==> src/common/trl_pkg.sv <==
package trl_pkg;

	// Result and limit widths
	localparam int RES_W    = 10;
	localparam int LIM_W    = 8;
	localparam int NUM_CH   = 3;
	localparam int AVG_LOG2 = 4;

	// Channel indices
	localparam int CH_VDD = 0;
	localparam int CH_INT = 1;
	localparam int CH_EXT = 2;

	// Register offsets
	localparam logic [7:0] ADDR_FLAGS_A = 8'h00;
	localparam logic [7:0] ADDR_FLAGS_B = 8'h01;
	localparam logic [7:0] ADDR_LOW_A   = 8'h03;
	localparam logic [7:0] ADDR_LOW_B   = 8'h04;
	localparam logic [NUM_CH-1:0][7:0] ADDR_MSB    = {8'h08, 8'h07, 8'h06};
	localparam logic [NUM_CH-1:0][7:0] ADDR_LIM_HI = {8'h27, 8'h25, 8'h23};
	localparam logic [NUM_CH-1:0][7:0] ADDR_LIM_LO = {8'h28, 8'h26, 8'h24};
	localparam logic [1:0][7:0]        ADDR_MASK   = {8'h1E, 8'h1D};
	localparam logic [1:0][7:0]        ADDR_OFS    = {8'h20, 8'h1F};

	// Values after reset
	localparam logic [NUM_CH-1:0][7:0] RST_LIM_HI = {8'hFF, 8'h64, 8'hC7};
	localparam logic [NUM_CH-1:0][7:0] RST_LIM_LO = {8'h00, 8'hC9, 8'h62};

	// Flag positions in the 16-bit pair {flags_b, flags_a}
	localparam logic [NUM_CH-1:0][3:0] POS_HI    = {4'h2, 4'h0, 4'hC};
	localparam logic [NUM_CH-1:0][3:0] POS_LO    = {4'h3, 4'h1, 4'hD};
	localparam logic [3:0]             POS_FAULT = 4'h4;

	// Averager states
	typedef enum logic [1:0] {
		TRL_RUN  = 2'b01,
		TRL_HOLD = 2'b10
	} trl_avg_state_e;

endpackage

==> src/common/trl_chan_if.sv <==
`timescale 1ns/10ps
interface trl_chan_if;
	logic                      smp_valid;
	logic [trl_pkg::RES_W-1:0] smp_data;
	logic                      abort;
	logic                      done;
	logic [trl_pkg::RES_W-1:0] avg;

	modport host (output smp_valid, output smp_data, output abort, input done, input avg);
	modport chan (input smp_valid, input smp_data, input abort, output done, output avg);
endinterface

==> src/rtl/trl_avg.sv <==
`timescale 1ns/10ps
module trl_avg #(
	parameter int AVG_LOG2 = trl_pkg::AVG_LOG2
) (
	// Clock and reset
	input  wire logic  clk_in,
	input  wire logic  rstn_in,
	// Channel link
	trl_chan_if.chan   ch
);
	localparam int ACC_W = trl_pkg::RES_W + AVG_LOG2;

	trl_pkg::trl_avg_state_e     state;
	trl_pkg::trl_avg_state_e     next_state;
	logic signed [ACC_W-1:0]     acc;
	logic signed [ACC_W-1:0]     next_acc;
	logic signed [ACC_W-1:0]     sum;
	logic [AVG_LOG2-1:0]         cnt;
	logic [AVG_LOG2-1:0]         next_cnt;
	logic                        done;
	logic                        next_done;
	logic [trl_pkg::RES_W-1:0]   avg;
	logic [trl_pkg::RES_W-1:0]   next_avg;

	always_comb begin
		next_state = state;
		next_acc   = acc;
		next_cnt   = cnt;
		next_done  = 1'b0;
		next_avg   = avg;
		sum        = acc + ACC_W'($signed(ch.smp_data));
		unique case (state)
			trl_pkg::TRL_RUN: begin
				if (ch.abort) begin
					// Partial sum is dropped, restart from zero afterwards
					next_state = trl_pkg::TRL_HOLD;
					next_acc   = '0;
					next_cnt   = '0;
				end else if (ch.smp_valid) begin
					if (cnt == '1) begin
						next_avg  = sum[ACC_W-1:AVG_LOG2];
						next_done = 1'b1;
						next_acc  = '0;
						next_cnt  = '0;
					end else begin
						next_acc = sum;
						next_cnt = cnt + 1'b1;
					end
				end
			end
			trl_pkg::TRL_HOLD: begin
				if (!ch.abort) begin
					next_state = trl_pkg::TRL_RUN;
				end
			end
			default: begin
				next_state = trl_pkg::TRL_HOLD;
			end
		endcase
	end

	always_ff @(posedge clk_in or negedge rstn_in) begin
		if (!rstn_in) begin
			state <= trl_pkg::TRL_RUN;
			acc   <= '0;
			cnt   <= '0;
			done  <= 1'b0;
			avg   <= '0;
		end else begin
			state <= next_state;
			acc   <= next_acc;
			cnt   <= next_cnt;
			done  <= next_done;
			avg   <= next_avg;
		end
	end

	assign ch.done = done;
	assign ch.avg  = avg;

	a_avg_full_block: assert property (@(posedge clk_in) disable iff (!rstn_in)
		ch.done |-> $past(cnt) == '1 && $past(ch.smp_valid) && !$past(ch.abort))
		else $error("average done without a full block");

	a_abort_clears: assert property (@(posedge clk_in) disable iff (!rstn_in)
		ch.abort |=> cnt == '0 && !ch.done && state == trl_pkg::TRL_HOLD)
		else $error("abort did not clear the averager");

endmodule // trl_avg

==> src/rtl/trl_readout.sv <==
`timescale 1ns/10ps
// Notes on behaviour
// - Temperature results are two's complement
// - Offset registers added before storing temperature results
// - Each result averages sixteen samples
// - External result is 10-bit two's complement
// - One step is a quarter degree
// - Both temperature channels share one coding
// - High is greater-than, low is less-or-equal
// - Limits are 8 bits, results 10
// - Unmasked limit events set status flags
// - Interrupt pin follows flags and polarity
// - Results split into high and low registers
// - Low-bits read freezes linked high registers
// - Reading a frozen high register unfreezes all
// - High-first read freezes no low register
// - No cross-freezing within same register kind
// - Serial activity aborts and restarts conversion
// - Status clears on read once condition gone
module trl_readout #(
	parameter int AVG_LOG2 = trl_pkg::AVG_LOG2
) (
	// Clock and reset
	input  wire logic        clk_sys_in,
	input  wire logic        rstn_in,
	// Converter samples
	input  wire logic        smp_valid_in,
	input  wire logic [1:0]  smp_chan_in,
	input  wire logic [9:0]  smp_data_in,
	input  wire logic        ext_fault_in,
	// Register access from the serial front end
	input  wire logic        comm_active_in,
	input  wire logic        reg_rd_in,
	input  wire logic        reg_wr_in,
	input  wire logic [7:0]  reg_addr_in,
	input  wire logic [7:0]  reg_wdata_in,
	output logic      [7:0]  reg_rdata_out,
	// Control and status pins
	input  wire logic        int_active_high_in,
	input  wire logic        soft_reset_in,
	output logic             int_out,
	output logic             adc_reset_out
);
	localparam int NCH = trl_pkg::NUM_CH;

	if (AVG_LOG2 < 1 || AVG_LOG2 > 6) begin : g_bad_avg
		$error("AVG_LOG2 out of range");
	end

	logic                   rst_meta;
	logic                   rst_n;
	logic [1:0][7:0]        mask;
	logic [1:0][7:0]        next_mask;
	logic [1:0][7:0]        ofs;
	logic [1:0][7:0]        next_ofs;
	logic [NCH-1:0][7:0]    lim_hi;
	logic [NCH-1:0][7:0]    next_lim_hi;
	logic [NCH-1:0][7:0]    lim_lo;
	logic [NCH-1:0][7:0]    next_lim_lo;
	logic [NCH-1:0][7:0]    msb;
	logic [NCH-1:0][7:0]    next_msb;
	logic [NCH-1:0][1:0]    lsb;
	logic [NCH-1:0][1:0]    next_lsb;
	logic [NCH-1:0]         lock;
	logic [NCH-1:0]         next_lock;
	logic [15:0]            flags;
	logic [15:0]            next_flags;
	logic [15:0]            cond;
	logic [15:0]            next_cond;
	logic [15:0]            flag_set;
	logic [15:0]            flag_clr;
	logic [7:0]             rdata;
	logic [7:0]             next_rdata;
	logic                   int_q;
	logic                   next_int;
	logic                   adc_rst;
	logic                   next_adc_rst;
	logic [7:0]             rd_val;
	logic [NCH-1:0]         ch_done;
	logic [NCH-1:0][9:0]    ch_avg;
	logic [NCH-1:0][9:0]    res_val;
	logic [NCH-1:0]         hi_hit;
	logic [NCH-1:0]         lo_hit;
	logic [15:0]            mask16;
	logic                   flag_any;
	logic [7:0]             msb_int;

	function automatic logic trl_above(input logic [7:0] a, input logic [7:0] b, input logic sgn);
		trl_above = sgn ? ($signed(a) > $signed(b)) : (a > b);
	endfunction

	// Reset release through two stages
	always_ff @(posedge clk_sys_in or negedge rstn_in) begin
		if (!rstn_in) begin
			rst_meta <= 1'b0;
			rst_n    <= 1'b0;
		end else begin
			rst_meta <= 1'b1;
			rst_n    <= rst_meta;
		end
	end

	for (genvar c = 0; c < NCH; c++) begin : g_ch
		trl_chan_if u_if ();
		assign u_if.smp_valid = smp_valid_in && (smp_chan_in == 2'(c)) && !comm_active_in;
		assign u_if.smp_data  = smp_data_in;
		assign u_if.abort     = comm_active_in;
		assign ch_done[c]     = u_if.done;
		assign ch_avg[c]      = u_if.avg;
		trl_avg #(
			.AVG_LOG2 (AVG_LOG2)
		) u_avg (
			.clk_in  (clk_sys_in),
			.rstn_in (rst_n),
			.ch      (u_if)
		);
	end

	assign mask16   = {mask[1], mask[0]};
	assign flag_any = |(flags & ~mask16);
	assign msb_int  = msb[trl_pkg::CH_INT];

	// Offset and limit comparison; codes stay two's complement
	always_comb begin
		res_val[trl_pkg::CH_VDD] = ch_avg[trl_pkg::CH_VDD];
		res_val[trl_pkg::CH_INT] = ch_avg[trl_pkg::CH_INT] + {{2{ofs[0][7]}}, ofs[0]};
		res_val[trl_pkg::CH_EXT] = ch_avg[trl_pkg::CH_EXT] + {{2{ofs[1][7]}}, ofs[1]};
		for (int c = 0; c < NCH; c++) begin
			// Supply codes are unsigned, temperatures signed
			hi_hit[c] = trl_above(res_val[c][9:2], lim_hi[c], c != trl_pkg::CH_VDD);
			lo_hit[c] = !trl_above(res_val[c][9:2], lim_lo[c], c != trl_pkg::CH_VDD);
		end
	end

	// Read data mux; unmapped offsets read zero
	always_comb begin
		rd_val = 8'h00;
		if (reg_addr_in == trl_pkg::ADDR_FLAGS_A) rd_val = flags[7:0];
		if (reg_addr_in == trl_pkg::ADDR_FLAGS_B) rd_val = flags[15:8];
		if (reg_addr_in == trl_pkg::ADDR_LOW_A) rd_val = {4'h0, lsb[trl_pkg::CH_INT], lsb[trl_pkg::CH_VDD]};
		if (reg_addr_in == trl_pkg::ADDR_LOW_B) rd_val = {6'h00, lsb[trl_pkg::CH_EXT]};
		for (int i = 0; i < 2; i++) begin
			if (reg_addr_in == trl_pkg::ADDR_MASK[i]) rd_val = mask[i];
			if (reg_addr_in == trl_pkg::ADDR_OFS[i]) rd_val = ofs[i];
		end
		for (int c = 0; c < NCH; c++) begin
			if (reg_addr_in == trl_pkg::ADDR_MSB[c]) rd_val = msb[c];
			if (reg_addr_in == trl_pkg::ADDR_LIM_HI[c]) rd_val = lim_hi[c];
			if (reg_addr_in == trl_pkg::ADDR_LIM_LO[c]) rd_val = lim_lo[c];
		end
	end

	always_comb begin
		next_mask    = mask;
		next_ofs     = ofs;
		next_lim_hi  = lim_hi;
		next_lim_lo  = lim_lo;
		next_msb     = msb;
		next_lsb     = lsb;
		next_lock    = lock;
		next_cond    = cond;
		next_rdata   = rdata;
		flag_set     = '0;
		flag_clr     = '0;
		if (reg_wr_in) begin
			for (int i = 0; i < 2; i++) begin
				if (reg_addr_in == trl_pkg::ADDR_MASK[i]) next_mask[i] = reg_wdata_in;
				if (reg_addr_in == trl_pkg::ADDR_OFS[i]) next_ofs[i] = reg_wdata_in;
			end
			for (int c = 0; c < NCH; c++) begin
				if (reg_addr_in == trl_pkg::ADDR_LIM_HI[c]) next_lim_hi[c] = reg_wdata_in;
				if (reg_addr_in == trl_pkg::ADDR_LIM_LO[c]) next_lim_lo[c] = reg_wdata_in;
			end
		end
		for (int c = 0; c < NCH; c++) begin
			if (ch_done[c]) begin
				next_cond[trl_pkg::POS_HI[c]] = hi_hit[c];
				next_cond[trl_pkg::POS_LO[c]] = lo_hit[c];
				flag_set[trl_pkg::POS_HI[c]]  = hi_hit[c] && !mask16[trl_pkg::POS_HI[c]];
				flag_set[trl_pkg::POS_LO[c]]  = lo_hit[c] && !mask16[trl_pkg::POS_LO[c]];
				// Frozen pair keeps the old value; this result is not kept
				if (!lock[c]) begin
					next_msb[c] = res_val[c][9:2];
					next_lsb[c] = res_val[c][1:0];
				end
			end
		end
		next_cond[trl_pkg::POS_FAULT] = ext_fault_in;
		flag_set[trl_pkg::POS_FAULT]  = ext_fault_in && !mask16[trl_pkg::POS_FAULT];
		if (reg_rd_in) begin
			next_rdata = rd_val;
			if (reg_addr_in == trl_pkg::ADDR_LOW_A) begin
				next_lock[trl_pkg::CH_VDD] = 1'b1;
				next_lock[trl_pkg::CH_INT] = 1'b1;
			end
			if (reg_addr_in == trl_pkg::ADDR_LOW_B) next_lock[trl_pkg::CH_EXT] = 1'b1;
			for (int c = 0; c < NCH; c++) begin
				// Unfrozen high read leaves all locks as they are
				if (reg_addr_in == trl_pkg::ADDR_MSB[c] && lock[c]) next_lock = '0;
			end
			if (reg_addr_in == trl_pkg::ADDR_FLAGS_A) flag_clr[7:0] = ~cond[7:0];
			if (reg_addr_in == trl_pkg::ADDR_FLAGS_B) flag_clr[15:8] = ~cond[15:8];
		end
		if (soft_reset_in) flag_clr = '1;
		// New event wins over a clear in the same cycle
		next_flags   = (flags & ~flag_clr) | flag_set;
		next_int     = int_active_high_in ? flag_any : !flag_any;
		next_adc_rst = comm_active_in;
	end

	always_ff @(posedge clk_sys_in or negedge rst_n) begin
		if (!rst_n) begin
			mask    <= '0;
			ofs     <= '0;
			lim_hi  <= trl_pkg::RST_LIM_HI;
			lim_lo  <= trl_pkg::RST_LIM_LO;
			msb     <= '0;
			lsb     <= '0;
			lock    <= '0;
			flags   <= '0;
			cond    <= '0;
			rdata   <= 8'h00;
			int_q   <= 1'b0;
			adc_rst <= 1'b0;
		end else begin
			mask    <= next_mask;
			ofs     <= next_ofs;
			lim_hi  <= next_lim_hi;
			lim_lo  <= next_lim_lo;
			msb     <= next_msb;
			lsb     <= next_lsb;
			lock    <= next_lock;
			flags   <= next_flags;
			cond    <= next_cond;
			rdata   <= next_rdata;
			int_q   <= next_int;
			adc_rst <= next_adc_rst;
		end
	end

	assign reg_rdata_out = rdata;
	assign int_out       = int_q;
	assign adc_reset_out = adc_rst;

	a_int_pin_level: assert property (@(posedge clk_sys_in) disable iff (!rst_n)
		##1 int_out == ($past(int_active_high_in) ? $past(flag_any) : !$past(flag_any)))
		else $error("interrupt pin does not follow flags and polarity");

	a_lock_low_read: assert property (@(posedge clk_sys_in) disable iff (!rst_n)
		reg_rd_in && reg_addr_in == trl_pkg::ADDR_LOW_A |=> lock[trl_pkg::CH_VDD] && lock[trl_pkg::CH_INT])
		else $error("low-bits read did not freeze linked registers");

	a_unlock_high_read: assert property (@(posedge clk_sys_in) disable iff (!rst_n)
		reg_rd_in && reg_addr_in == trl_pkg::ADDR_MSB[trl_pkg::CH_VDD] && lock[trl_pkg::CH_VDD] |=> lock == '0)
		else $error("frozen high read did not release all");

	a_high_no_lock: assert property (@(posedge clk_sys_in) disable iff (!rst_n)
		reg_rd_in && reg_addr_in == trl_pkg::ADDR_MSB[trl_pkg::CH_INT] && lock == '0 |=> lock == '0)
		else $error("high-first read froze a register");

	a_frozen_hold: assert property (@(posedge clk_sys_in) disable iff (!rst_n)
		lock[trl_pkg::CH_INT] && ch_done[trl_pkg::CH_INT] |=> $stable(msb_int))
		else $error("frozen high register changed");

	a_stored_offset: assert property (@(posedge clk_sys_in) disable iff (!rst_n)
		ch_done[trl_pkg::CH_INT] && !lock[trl_pkg::CH_INT] |=>
		{msb[trl_pkg::CH_INT], lsb[trl_pkg::CH_INT]} == 10'($past(ch_avg[trl_pkg::CH_INT]) + {{2{$past(ofs[0][7])}}, $past(ofs[0])}))
		else $error("stored result lacks offset");

	a_high_flag_set: assert property (@(posedge clk_sys_in) disable iff (!rst_n)
		ch_done[trl_pkg::CH_EXT] && hi_hit[trl_pkg::CH_EXT] && !mask[0][2] |=> flags[2] ##1 int_out == int_active_high_in)
		else $error("unmasked high event not flagged");

	a_flag_clear_read: assert property (@(posedge clk_sys_in) disable iff (!rst_n)
		reg_rd_in && reg_addr_in == trl_pkg::ADDR_FLAGS_A && !cond[0] && !flag_set[0] |=> !flags[0])
		else $error("status not cleared by read");

	a_adc_abort: assert property (@(posedge clk_sys_in) disable iff (!rst_n)
		comm_active_in |=> adc_reset_out)
		else $error("converter not reset during communication");

	a_adc_release: assert property (@(posedge clk_sys_in) disable iff (!rst_n)
		!comm_active_in |=> !adc_reset_out)
		else $error("converter held in reset after communication");

	a_ext_low_lock: assert property (@(posedge clk_sys_in) disable iff (!rst_n)
		reg_rd_in && reg_addr_in == trl_pkg::ADDR_LOW_B |=> lock[trl_pkg::CH_EXT])
		else $error("external low-bits read did not freeze its high register");

	a_no_cross_lock: assert property (@(posedge clk_sys_in) disable iff (!rst_n)
		reg_rd_in && reg_addr_in == trl_pkg::ADDR_LOW_B && !lock[trl_pkg::CH_VDD] && !lock[trl_pkg::CH_INT]
		|=> !lock[trl_pkg::CH_VDD] && !lock[trl_pkg::CH_INT])
		else $error("low-bits read froze an unrelated register");

	a_unlock_int_read: assert property (@(posedge clk_sys_in) disable iff (!rst_n)
		reg_rd_in && reg_addr_in == trl_pkg::ADDR_MSB[trl_pkg::CH_INT] && lock[trl_pkg::CH_INT] |=> lock == '0)
		else $error("frozen internal high read did not release all");

	a_low_inclusive: assert property (@(posedge clk_sys_in) disable iff (!rst_n)
		ch_done[trl_pkg::CH_INT] && res_val[trl_pkg::CH_INT][9:2] == lim_lo[trl_pkg::CH_INT]
		|-> lo_hit[trl_pkg::CH_INT])
		else $error("result equal to low limit not flagged");

	a_soft_clear: assert property (@(posedge clk_sys_in) disable iff (!rst_n)
		soft_reset_in && flag_set == '0 |=> flags == '0)
		else $error("software reset did not clear the status flags");

endmodule // trl_readout

==> config.mk <==
export PLATFORM = sky130hd
export DESIGN_NAME = trl_readout
export DESIGN_NICKNAME = d
export VERILOG_FILES = /design/src/common/trl_pkg.sv /design/src/common/trl_chan_if.sv /design/src/rtl/trl_avg.sv /design/src/rtl/trl_readout.sv
export SDC_FILE = /design/constraint.sdc
export NUM_CORES = 1
export LEC_CHECK = 0
export ABC_AREA = 0
export ABC_CLOCK_PERIOD_IN_PS = 7400
export BUFFER_PORTS_ARGS = -buffer_cell sky130_fd_sc_hd__buf_2
export CAP_MARGIN = 20
export CORE_ASPECT_RATIO = 1.25
export CORE_UTILIZATION = 50
export CTS_CLUSTER_SIZE = 16
export DETAILED_ROUTE_END_ITERATION = 12
export GPL_TIMING_DRIVEN = 0
export PLACE_DENSITY = 0.75
export SLEW_MARGIN = 20
export SYNTH_ARGS = -nofsm -noshare
export SYNTH_HDL_FRONTEND = slang
export SYNTH_SLANG_ARGS = --single-unit
==> constraint.sdc <==
create_clock -name clk_sys_in -period 7.4 [get_ports clk_sys_in]
set_input_delay 0.74 -clock clk_sys_in [delete_from_list [all_inputs] [get_ports clk_sys_in]]
set_output_delay 0.74 -clock clk_sys_in [all_outputs]
set_load 0.03 [all_outputs]
==> flow_summary.ini <==
[synth]
synth_nets = 1526
synth_area_um2 = 14500
synth-edff-count = 0
yosysSeqAreaShare_pct = 41.6
syn-instance-count = 1376
ys_types = 85
avgSynthCellArea_um2 = 10.6
synthArstFlopShare_pct = 100
synth-seq-cells = 240
synth_flop_cell = dfrtp_1
ys_warn_count = 0

[grt]
grtUsageTotal_pct = 29.0
grt_max_degree = 55
grt_antenna_before_repair = 0
overflow = 0
grt_pass1_wl_um = 66100
first_global_vias = 11500

[detailed_routing]
wl_per_cell_um = 23.1
drc = 0
finalWirelength_um = 41900
via_per_inst = 6.28
antenna_left = 0
vias = 11400
first_pass_iters = 5
drt_iter0_drc = 761

[cts]
cts_buffers = 26
cts-htree-levels = 1
clock-sinks = 240
post_cts_buffers = 0
clk_pin_slew_worst_paths_ns = 0.07
clockRootBuffer = clkbuf_16
clock_path_buffers = 3
cts_tree = done
clock_latency_ns = 0.55

[floorplanning]
die_height_um = 193
row_count = 69
die_area_um2 = 29800
initial_core_util_pct = 51.0
io_pins = 47
core_um2 = 28500
die_w_um = 154

[pwr]
p_total_mw = 3.97
vdd_ir_drop_max_uv = 184
leakage_nw = 7.61
power.density_nw_per_um2 = 245

[setup_path]
reg2regPathDepth = 14
slowest_stage = dfrtp_1
cp.buffers_inverters = 0
critPathKind = flip-flop to flip-flop
worstPathArrival_ns = 3.98
worst-path-stages = 14
cp_top_family = compound AO/OA/AOI/OAI gates
critPathLaunchType = flip-flop
slowest_delay_ns = 0.42
crit_required_ns = 7.80
cp_cell_sequence = ha_1 -> fa_1 -> a21o_1 -> a21oi_1 -> o21bai_1 -> a31o_2 -> a21oi_1 -> xnor2_1 -> ha_1 -> nand4_1 -> o211ai_1 -> nor3_1 -> a31oi_1 -> o311ai_0
critPathCaptureType = flip-flop
cp_max_fo = 4

[placed_design]
place_area_um2 = 15300
hpwlAfterDp_um = 31700
routabilityCongestion = 0.990
place_ws_ns = 3.86
io_buffers = 35
place_inst = 1770

[finish]
syn2layout_area_growth_pct = 11.3
layout-drive-gt1-share_pct = 19.9
final_cell_mix = dfrtp_1 (213), mux2_2 (125), ha_1 (108)
layout_commonest_cell = dfrtp_1
design_area_um2 = 16200
insertedDiodeCount = 0
instances_no_fill = 1819
fin_nets = 1594

[sta]
rsz0062_at_grt = false
fmax_ghz = 0.280
period_share_pct = 48.3
min_period_ns = 3.57
setup_viol = 0
setup_slack_ns = 3.83
skew_ns = 0.0199
hold_violations = 0
slew_headroom_pct = 27.8
setup_tns_ns = 0
worst_pin_slew_ns = 1.07
drv_slew = 0

[min_path]
min_path_type = primary input to flip-flop
holdPathStages = 1

[job]
maxCapViolations = 0

[outcome]
status = complete, no violations
[cells in the mapped netlist (all sizes together), types with 6 or more instances]
| cell | n | share of area (%) |
|---|---|---|
| a31oi | 14 | 0.60 |
| inv | 89 | 2.3 |
| dfstp | 26 | 4.7 |
| a22o | 40 | 2.4 |
| or3 | 7 | 0.34 |
| o221ai | 8 | 0.48 |
| or2 | 6 | 0.26 |
| buf | 26 | 0.96 |
| o21ai | 86 | 3.0 |
| nor2b | 26 | 1.1 |
| mux2i | 14 | 0.96 |
| clkbuf | 30 | 0.78 |
| nor3b | 7 | 0.36 |
| o21bai | 7 | 0.36 |
| nand4 | 12 | 0.52 |
| o31ai | 6 | 0.31 |
| a21oi | 62 | 2.1 |
| nor4 | 16 | 1.0 |
| mux2 | 126 | 9.8 |
| a221oi | 11 | 0.71 |
| o211ai | 6 | 0.31 |
| o21a | 27 | 1.4 |
| o22ai | 14 | 0.60 |
| a22oi | 10 | 0.52 |
| and3 | 11 | 0.47 |
| xnor2 | 39 | 2.4 |
| nor3 | 19 | 1.0 |
| a211o | 9 | 0.54 |
| a211oi | 15 | 0.77 |
| dfrtp | 214 | 37 |
| a2111oi | 11 | 0.96 |
| a21o | 22 | 1.1 |
| nand2 | 76 | 2.0 |
| and2 | 11 | 0.47 |
| nor2 | 41 | 1.1 |
| xor2 | 15 | 0.90 |
| nand3 | 22 | 0.83 |
| ha | 108 | 9.3 |
| nand2b | 19 | 0.82 |
[logic make-up after synthesis]
family / Yosys count / share of synthesized area [%]
AOI/OAI and AO/OA: 391 / 19.0
xor gates and xnor gates: 54 / 3.25
adders and majority gates: 113 / 9.99
buffers and inverters: 145 / 4.05
DFF: 240 / 41.6
muxes: 140 / 10.7
other: 1 / 0.0258
and+or+nand+nor: 292 / 11.4
[metrics by stage]
stage / util (%) / hold WS (ns)
5_1_grt: 56.8 / 0.312
4_1_cts: 56.8 / 0.305
3_3_place_gp: 53.2 / 0.338
6_report: 56.8 / 0.320
3_5_place_dp: 53.6 / 0.339
2_1_floorplan: - / 0.331
[per-layer routing]
layer | wire (um) | part of all wire (%) | up-vias | GRT usage, %
li1 | - | - | 5282 | -
met1 | 17100 | 41 | 5643 | 36.3
met2 | 20200 | 48 | 395 | 49.4
met3 | 2460 | 5.9 | 109 | 3.91
met4 | 2160 | 5.1 | 0 | 14.7
met5 | 0 | 0 | - | 0
[final timing paths]
kind	slack, ns	start	end
worst min register to register	0.36	rst_meta	rst_n
max in group asynchronous	6.00	rst_n	lim_lo[1]
worst max register to register	3.83	ofs[0]	flags[0]
worst max-delay path	3.83	ofs[0]	flags[0]
min in group asynchronous	0.38	rst_n	g_ch[1].u_avg.cnt[3]
worst min-delay path	0.32	ext_fault_in	cond[4]
[flip-flops by register name, summed over array words and instances, names as in the netlist, 6 cells and up]
register and flops:
lim_hi 24, reg_rdata_out 8, g_ch.u_avg.cnt 12, lsb 6
cond 7, mask 16, g_ch.u_avg.state 6, msb 16
flags 16, ofs 16, g_ch.u_avg.acc 42, lim_lo 24
g_ch.u_avg.ch.avg 30, msb_int 8
[report_power, final]
| part | switching [mW] | internal, mW |
|---|---|---|
| clock network | 0.568 | 0.793 |
| registers | 0.111 | 1.46 |
| logic | 0.586 | 0.455 |
[what timing repair did]
item,in CTS,in global routing
hold buffers,1,0
gates resized for setup,0,0
hold endpoints to repair,2,0
[area by class of cell]
| type | instances | area, um2 |
|---|---|---|
| flip-flops and latches | 240 | 6040 |
| clock inverters | 14 | 150 |
| fillers | 2445 | 12300 |
| inverters | 89 | 334 |
| multi-input cells | 991 | 7910 |
| well taps | 355 | 444 |
| clock buffers | 34 | 752 |
| plain buffers | 56 | 254 |
| repair buffers | 40 | 295 |
Note: power is estimated with default switching activity, not from simulation.
